==> src/dbg_pkg.sv <==
// constants for the debug configuration, status and breakpoint block
// assumes one system clock and a byte-wide command/data strobe from the serial front end
`default_nettype none
package dbg_pkg;
  localparam logic [7:0] CMD_WR_CONFIG = 8'h19;
  localparam logic [7:0] CMD_RD_CONFIG = 8'h24;
  localparam logic [7:0] CMD_RD_STATUS = 8'h30;
  localparam logic [7:0] CMD_SET_BRK = 8'h3f;
  localparam logic [7:0] CMD_HALT = 8'h44;
  localparam logic [7:0] CMD_RESUME = 8'h4c;
  localparam logic [7:0] CFG_RESET = 8'h00;
  localparam logic [7:0] CFG_USED_MASK = 8'h0f;
  localparam int CFG_TIMERS_OFF = 3;
  localparam int CFG_DMA_PAUSE = 2;
  localparam int CFG_SUSPEND = 1;
  localparam int CFG_INFO = 0;
  localparam int ST_ERASE_DONE = 7;
  localparam int ST_IDLE = 6;
  localparam int ST_HALTED = 5;
  localparam int ST_ACTIVE = 4;
  localparam int ST_HALT_CAUSE = 3;
  localparam int ST_LOCKED = 2;
  localparam int ST_OSC = 1;
  localparam int ST_STACK = 0;
  localparam int BRK_SLOTS = 4;
  localparam int ADDR_W = 18;
  localparam int BRK_SLOT_HI = 4;
  localparam int BRK_SLOT_LO = 3;
  localparam int BRK_EN_BIT = 2;
  localparam logic [7:0] STACK_ADDR = 8'hff;
  localparam logic [1:0] PM_ACTIVE = 2'h0;
  localparam logic [1:0] PM_LIGHT = 2'h1;
  localparam logic [1:0] PM_TIMED = 2'h2;
  localparam logic [1:0] PM_DEEP = 2'h3;
endpackage
`default_nettype wire

==> src/dbg_brk_slot.sv <==
// one hardware breakpoint slot: stored address, enable and comparator
// assumes load strobes come from the same clock domain
`timescale 1ns/1ps
`default_nettype none
module dbg_brk_slot
  import dbg_pkg::*;
(
  // clock and reset
  input wire logic clk,
  input wire logic rst_n,
  // load
  input wire logic load,
  input wire logic load_en,
  input wire logic [ADDR_W-1:0] load_addr,
  // compare
  input wire logic [ADDR_W-1:0] code_addr,
  output logic hit
);
  logic en_reg;
  logic [ADDR_W-1:0] addr_reg;

  // slot contents, cleared at reset so no stray halt appears
  always_ff @(posedge clk)
  begin
    if (!rst_n)
    begin
      en_reg <= 1'b0;
      addr_reg <= '0;
    end
    else if (load)
    begin
      en_reg <= load_en;
      addr_reg <= load_addr;
    end
  end

  // continuous comparison against the code address bus
  assign hit = en_reg && (addr_reg == code_addr);
endmodule
`default_nettype wire

==> src/dbg_core.sv <==
// debug configuration byte, status byte and four code breakpoints
// assumes the serial front end delivers command and data bytes as one-cycle strobes on CLK,
// and that CPU side status inputs are synchronous to CLK except the oscillator flags
`timescale 1ns/1ps
`default_nettype none
module dbg_core
  import dbg_pkg::*;
(
  // clock and reset
  input wire logic CLK,
  input wire logic RST_N,
  // host byte stream from the transport
  input wire logic CMD_VALID,
  input wire logic DATA_VALID,
  input wire logic [7:0] RX_BYTE,
  output logic TX_VALID,
  output logic [7:0] TX_BYTE,
  // cpu and system status
  input wire logic [ADDR_W-1:0] CODE_ADDR,
  input wire logic DATA_WR,
  input wire logic [7:0] DATA_WADDR,
  input wire logic ERASE_BUSY,
  input wire logic CORE_CLOCK_GATED,
  input wire logic DEBUG_LOCK_FUSE,
  input wire logic CRYSTAL_SETTLED,
  input wire logic RC_SETTLED,
  input wire logic [1:0] POWER_MODE,
  input wire logic WAKE_EVENT,
  input wire logic DEBUGGING,
  // controls to the system
  output logic CPU_HALT,
  output logic TIMER_STOP,
  output logic TIMER_HOLD,
  output logic DMA_HOLD,
  output logic INFO_REGION_SELECT,
  output logic CORE_REG_ON,
  output logic FAST_OSC_ON,
  output logic SLOW_OSC_ON,
  // cpu activity qualifiers for timer suspend
  input wire logic INJECTED_INSTR,
  input wire logic STEPPED_BRANCH
);
  typedef enum logic [1:0]
  {
    RX_CMD = 2'b00,
    RX_CFG = 2'b01,
    RX_BRK = 2'b10
  } rx_state_type;

  rx_state_type rx_state_reg;
  logic [1:0] brk_cnt_reg;
  logic [7:0] brk_b0_reg;
  logic [7:0] brk_b1_reg;
  logic [7:0] debug_configuration_byte_reg;
  logic halted_reg;
  logic halt_cause_reg;
  logic stack_reg;
  logic wake_stop_reg;
  logic [1:0] osc_meta_reg;
  logic [1:0] osc_sync_reg;
  logic [7:0] debug_status_byte;
  logic [BRK_SLOTS-1:0] hit;
  logic any_hit;
  logic enabled;
  logic brk_last;
  logic cmd_halt;
  logic cmd_resume;
  logic stack_hit;

  // lock bit low means every command is ignored, including reads
  assign enabled = DEBUG_LOCK_FUSE;
  assign brk_last = (rx_state_reg == RX_BRK) && DATA_VALID && (brk_cnt_reg == 2'd2);
  assign cmd_halt = enabled && CMD_VALID && (rx_state_reg == RX_CMD) && (RX_BYTE == CMD_HALT);
  assign cmd_resume = enabled && CMD_VALID && (rx_state_reg == RX_CMD) && (RX_BYTE == CMD_RESUME);

  // receive sequencer: decides which data bytes belong to which command
  always_ff @(posedge CLK)
  begin
    if (!RST_N)
    begin
      rx_state_reg <= RX_CMD;
      brk_cnt_reg <= 2'd0;
    end
    else
    begin
      case (rx_state_reg)
        RX_CMD:
        begin
          if (enabled && CMD_VALID && RX_BYTE == CMD_WR_CONFIG)
            rx_state_reg <= RX_CFG;
          else if (enabled && CMD_VALID && RX_BYTE == CMD_SET_BRK)
          begin
            rx_state_reg <= RX_BRK;
            brk_cnt_reg <= 2'd0;
          end
        end
        RX_CFG:
        begin
          if (DATA_VALID)
            rx_state_reg <= RX_CMD;
        end
        RX_BRK:
        begin
          if (DATA_VALID)
          begin
            brk_cnt_reg <= brk_cnt_reg + 2'd1;
            if (brk_cnt_reg == 2'd2)
              rx_state_reg <= RX_CMD;
          end
        end
        default:
          rx_state_reg <= RX_CMD;
      endcase
    end
  end

  // breakpoint bytes are staged until the third one completes the set
  always_ff @(posedge CLK)
  begin
    if (!RST_N)
    begin
      brk_b0_reg <= 8'h00;
      brk_b1_reg <= 8'h00;
    end
    else if (rx_state_reg == RX_BRK && DATA_VALID)
    begin
      if (brk_cnt_reg == 2'd0)
        brk_b0_reg <= RX_BYTE;
      if (brk_cnt_reg == 2'd1)
        brk_b1_reg <= RX_BYTE;
    end
  end

  // configuration byte; unused upper bits are masked so stray host ones do nothing
  always_ff @(posedge CLK)
  begin
    if (!RST_N)
      debug_configuration_byte_reg <= CFG_RESET;
    else if (rx_state_reg == RX_CFG && DATA_VALID)
      debug_configuration_byte_reg <= RX_BYTE & CFG_USED_MASK;
  end

  // breakpoint slots, one per generate entry
  genvar g;
  generate
    for (g = 0; g < BRK_SLOTS; g = g + 1)
    begin : slot
      dbg_brk_slot u_slot
      (
        .clk(CLK),
        .rst_n(RST_N),
        .load(brk_last && (brk_b0_reg[BRK_SLOT_HI:BRK_SLOT_LO] == 2'(g))),
        .load_en(brk_b0_reg[BRK_EN_BIT]),
        .load_addr({brk_b0_reg[1:0], brk_b1_reg, RX_BYTE}),
        .code_addr(CODE_ADDR),
        .hit(hit[g])
      );
    end
  endgenerate

  assign any_hit = |hit;

  // halt state; while running, a breakpoint wins over a halt command in the same cycle
  always_ff @(posedge CLK)
  begin
    if (!RST_N)
    begin
      halted_reg <= 1'b0;
      halt_cause_reg <= 1'b0;
    end
    else if (any_hit && !halted_reg)
    begin
      halted_reg <= 1'b1;
      halt_cause_reg <= 1'b1;
    end
    else if (cmd_halt)
    begin
      halted_reg <= 1'b1;
      halt_cause_reg <= 1'b0;
    end
    else if (cmd_resume && halted_reg)
      halted_reg <= 1'b0;
  end

  // waking from timed or deep sleep under debug stops the chip until halt then resume
  always_ff @(posedge CLK)
  begin
    if (!RST_N)
      wake_stop_reg <= 1'b0;
    else if (DEBUGGING && WAKE_EVENT && (POWER_MODE == PM_TIMED || POWER_MODE == PM_DEEP))
      wake_stop_reg <= 1'b1;
    else if (cmd_resume && halted_reg)
      wake_stop_reg <= 1'b0;
  end

  // sticky stack flag; nothing here clears it apart from reset
  assign stack_hit = DATA_WR && (DATA_WADDR == STACK_ADDR);
  always_ff @(posedge CLK)
  begin
    if (!RST_N)
      stack_reg <= 1'b0;
    else if (stack_hit)
      stack_reg <= 1'b1;
  end

  // oscillator flags come from the analog domain, so each gets two flops of its own;
  // combining them before the flops could let a glitch through
  always_ff @(posedge CLK)
  begin
    if (!RST_N)
    begin
      osc_meta_reg <= 2'b00;
      osc_sync_reg <= 2'b00;
    end
    else
    begin
      osc_meta_reg <= {CRYSTAL_SETTLED, RC_SETTLED};
      osc_sync_reg <= osc_meta_reg;
    end
  end

  // status byte assembly
  always_comb
  begin
    debug_status_byte = 8'h00;
    debug_status_byte[ST_ERASE_DONE] = !ERASE_BUSY;
    debug_status_byte[ST_IDLE] = CORE_CLOCK_GATED;
    debug_status_byte[ST_HALTED] = halted_reg;
    debug_status_byte[ST_ACTIVE] = (POWER_MODE == PM_ACTIVE);
    debug_status_byte[ST_HALT_CAUSE] = halt_cause_reg;
    debug_status_byte[ST_LOCKED] = DEBUG_LOCK_FUSE;
    debug_status_byte[ST_OSC] = &osc_sync_reg;
    debug_status_byte[ST_STACK] = stack_reg;
  end

  // read answers, one cycle after the command strobe
  always_ff @(posedge CLK)
  begin
    if (!RST_N)
    begin
      TX_VALID <= 1'b0;
      TX_BYTE <= 8'h00;
    end
    else
    begin
      TX_VALID <= 1'b0;
      if (enabled && CMD_VALID && rx_state_reg == RX_CMD)
      begin
        if (RX_BYTE == CMD_RD_CONFIG)
        begin
          TX_VALID <= 1'b1;
          TX_BYTE <= debug_configuration_byte_reg;
        end
        else if (RX_BYTE == CMD_RD_STATUS)
        begin
          TX_VALID <= 1'b1;
          TX_BYTE <= debug_status_byte;
        end
      end
    end
  end

  // system controls; injected instructions are the host's route to flash programming
  assign CPU_HALT = halted_reg || wake_stop_reg;
  assign TIMER_STOP = debug_configuration_byte_reg[CFG_TIMERS_OFF];
  assign TIMER_HOLD = debug_configuration_byte_reg[CFG_TIMERS_OFF]
    || (debug_configuration_byte_reg[CFG_SUSPEND] && (INJECTED_INSTR || STEPPED_BRANCH));
  assign DMA_HOLD = debug_configuration_byte_reg[CFG_DMA_PAUSE];
  assign INFO_REGION_SELECT = debug_configuration_byte_reg[CFG_INFO];
  assign CORE_REG_ON = DEBUGGING || POWER_MODE == PM_ACTIVE || POWER_MODE == PM_LIGHT;
  assign FAST_OSC_ON = (POWER_MODE == PM_ACTIVE);
  assign SLOW_OSC_ON = (POWER_MODE != PM_DEEP);

  // breakpoint halt reflected in status within one cycle
  halt_on_hit_a: assert property (@(posedge CLK) disable iff (!RST_N)
    (any_hit && !halted_reg) |=> (halted_reg && halt_cause_reg)) else $error("breakpoint did not halt");
  cmd_halt_cause_a: assert property (@(posedge CLK) disable iff (!RST_N)
    (cmd_halt && !(any_hit && !halted_reg)) |=> (halted_reg && !halt_cause_reg)) else $error("halt cause wrong");
  cfg_upper_zero_a: assert property (@(posedge CLK) disable iff (!RST_N)
    debug_configuration_byte_reg[7:4] == 4'h0) else $error("config upper bits set");
  cfg_write_a: assert property (@(posedge CLK) disable iff (!RST_N)
    (rx_state_reg == RX_CFG && DATA_VALID) |=> (debug_configuration_byte_reg == ($past(RX_BYTE) & CFG_USED_MASK)))
    else $error("config write lost");
  timer_priority_a: assert property (@(posedge CLK) disable iff (!RST_N)
    TIMER_STOP |-> TIMER_HOLD) else $error("timer stop not dominant");
  stack_sticky_a: assert property (@(posedge CLK) disable iff (!RST_N)
    stack_hit |=> stack_reg [*2]) else $error("stack flag not sticky");
  locked_ignore_a: assert property (@(posedge CLK) disable iff (!RST_N)
    !DEBUG_LOCK_FUSE |=> !TX_VALID) else $error("locked interface answered");
  status_read_a: assert property (@(posedge CLK) disable iff (!RST_N)
    (enabled && CMD_VALID && rx_state_reg == RX_CMD && RX_BYTE == CMD_RD_STATUS) |=>
    (TX_VALID && TX_BYTE[ST_HALTED] == $past(halted_reg))) else $error("status read wrong");
  brk_count_a: assert property (@(posedge CLK) disable iff (!RST_N)
    brk_last |=> rx_state_reg == RX_CMD) else $error("breakpoint byte count wrong");
endmodule
`default_nettype wire

==> config.mk <==
export PLATFORM = sky130hd
export DESIGN_NAME = dbg_core
export DESIGN_NICKNAME = d
export VERILOG_FILES = /design/src/dbg_pkg.sv /design/src/dbg_brk_slot.sv /design/src/dbg_core.sv
export SDC_FILE = /design/constraint.sdc
export NUM_CORES = 1
export LEC_CHECK = 0
export BUFFER_PORTS_ARGS = -buffer_cell sky130_fd_sc_hd__buf_2
export CAP_MARGIN = 20
export CORE_ASPECT_RATIO = 1.5
export CORE_UTILIZATION = 50
export DETAILED_ROUTE_END_ITERATION = 8
export PLACE_DENSITY = 0.73
export SYNTH_ARGS = -nofsm -noshare
export SYNTH_HDL_FRONTEND = slang
export SYNTH_SLANG_ARGS = --single-unit
==> constraint.sdc <==
create_clock -name CLK -period 1.6 [get_ports CLK]
set_input_delay 0.08 -clock CLK [delete_from_list [all_inputs] [get_ports CLK]]
set_output_delay 0.08 -clock CLK [all_outputs]
set_load 0.02 [all_outputs]
==> metrics.txt <==
Cell Rows=between 40 and 50; HP Class=input port to flop; Port Buffers=66; Yosys cell types=39; CTS root buf=clkbuf_16; Fin. Hold Viols=0; initial antenna violation count=0; TritonCTS clock tree=yes; Synth Area in XOR/XNOR=0.118; Final Cell Area=approximately 7200 um2; Final Max Tran Viols=0; Total GRT Usage=0.273; Post-DP HPWL=9.88 mm; multi-input logic area=around 3100 um2; met1 GRT Util=0.288; Achievable Freq=between 500 and 600 MHz; DR vias=around 4500; top post-synthesis cells by area=dfxtp_1 (42%), mux2i_1 (12%), xnor2_1 (12%); GR Util met2=0.493; final wirelength=around 15 mm; Worst setup EP type=flop; drt first pass iters=5; Yosys reg bits=between 100 and 150; Async SR Flop Fraction=0; simple-gate portion of the synthesized area=0.223; Setup crit start kind=flop; Die Width=87.2 um; total power divided by cell area=slightly below 1000 nW/um2; register area=roughly 2300 um2; Max-cap violations=0; commonest non-fill, non-tap cells in the layout=dfxtp_1 (102), nand2_1 (75), nor2b_1 (68), buf_2 (66); Top Ports=67; Reg clk slew, reported paths=about 60 ps; mux cell area share after synthesis=0.118; first-pass GRT wire length=approximately 23 mm; vias in the first global route=4384; fill count=808; Post-Synth Adder-Cell Area=0.00690; critical path class=flop to flop; Post-synth top flop=dfxtp_1; Critical path origin=slot[1].u_slot.addr_reg[12]; Initial Util=0.513; CP required=between 1500 and 2000 ps; Post-synth EDFFs=0; syn nets=around 630; crit share post-route=1.05; max reg flops=72; setup TNS=-261 ps; gpl congestion=slightly below 0.9; die height=~130 um; GRT busiest layer=met2; Initial DRC Count=between 300 and 400; placed cell area=about 6000 um2; largest net degree at the start of global routing=between 100 and 150; mean cell area of the mapped netlist=roughly 9.4 um2; sequential area share after synthesis=0.420; htree depth=4; Yosys top cell area share=0.420; Max Root-Sink Buffers=2; GRT overflow=0; via/cell ratio=around 5.4; routed wire length per instance=approximately 18 um; Syn Inst Count=roughly 580; ANT nets after route=0; Area Growth Syn to Fin=32.8%; CTS Buf Count=17; clk sinks=between 100 and 150; slew margin rel.=0.682; status=finished, violations left; hold path start=DEBUG_LOCK_FUSE; Clk Latency, worst-skew pair=410 ps; Setup Viol. Count Final=9; P_leak=~2.7 nW; layout cells sized above 1=0.303; violated checks=setup timing; setup ws final=-75.9 ps; Max VDD drop=roughly 0.82 mV; compound-cell area share of the yosys netlist=0.0718; Worst Path Max Fanout=2; routing usage on met3=0.0601; DRC viols=0; die area=about 11000 um2; nets@finish=approximately 730; Synth warnings=0; Post-Syn Area=5440 um2; Synth area leader=dfxtp_1; worst r2r src=slot[1].u_slot.addr_reg[12]; Worst Max-Slew Pin Slew=about 470 ps; most common cell after layout, fill and taps aside=dfxtp_1; RSZ-0062 raised after global routing=yes; Critical Path AT=2030 ps; largest family of logic cells by synthesized area=simple AND/OR/NAND/NOR gates; clock skew=approximately 6.3 ps; CORE AREA=10600 um2; # diodes=0; clock period minus worst slack=1680 ps
[Yosys cell counts (4+ instances only)]
library cell and n:
a21oi_1 4, dfxtp_1 114, nand4_1 23, and2_1 7
xnor2_1 73, nor4_1 4, nor3b_1 4, buf_2 8
a21boi_0 35, nand2_1 76, buf_6 4, clkbuf_1 33
mux2i_1 64, o21ai_0 4, nor3_1 4, nand3_1 14
nor2b_1 68
[logic make-up after synthesis]
family                     count (synthesis)
adders and majority gates                  3
buffers and inverters                     50
muxes                                     64
AOI/OAI and AO/OA                         53
DFF                                      114
xor gates and xnor gates                  73
and+or+nand+nor                          219
[power by group]
| group | switching, mW | internal [mW] |
|---|---|---|
| Clock | 1.37 | 2.31 |
| Combinational | 0.237 | 0.237 |
| Sequential | 0.00203 | 2.85 |
| Total | 1.61 | 5.40 |
[critical path, cell delays in order (launching register included)]
cell and delay [ps]:
dfxtp_1 330, xnor2_1 240, nand4_1 180, nor4_2 280, nand4_1 230, a41oi_2 250, o21a_1 120
[timing repair]
| item | in CTS | in global routing |
|---|---|---|
| resized for setup | 15 | 46 |
| endpoints found under the hold margin | 5 | 0 |
| buffers inserted | 1 | 4 |
| gates cloned | 1 | 5 |
| hold buffers | 7 | 0 |
| pin swaps | 5 | 34 |
| endpoints found under the setup margin | 25 | 69 |
[stage by stage]
step	hold slack, ps	util	std cells	power [mW]	setup slack (ps)
finish	31.9	0.682	836	7.00	-75.9
global route	27.4	0.682	836	7.19	-113
CTS	11.1	0.655	828	7.00	-43.0
detailed placement	289	0.584	788	3.34	-73.9
global placement	296	0.584	788	3.33	-116
floorplan	207	-	576	3.15	7.51
[area by class of cell]
cell class / instances / area share
Clock buffer: 18 / 0.0608
Clock inverter: 14 / 0.0194
Inverter: 2 / 0.00104
Sequential cell: 114 / 0.318
Tap cell: 144 / 0.0249
Timing Repair Buffer: 132 / 0.140
Multi-Input combinational cell: 412 / 0.436
[layer usage]
metal  share of wire  vias to the layer above  wire [um]
met5               0                        -          0
met4           0.056                        0        869
met3           0.040                       52        620
met2            0.53                      165       8110
met1            0.38                     2152       5850
li1                -                     2133          -
[path summary, 6_finish.rpt]
kind | slack [ps] | end | cells after the start
max reg2reg | -80 | halt_cause_reg | 6
max | -80 | halt_cause_reg | 6
min | 30 | TX_BYTE[2] | 4
min reg2reg | 430 | osc_sync_reg[0] | 1
Note: power is estimated with default switching activity, not from simulation.
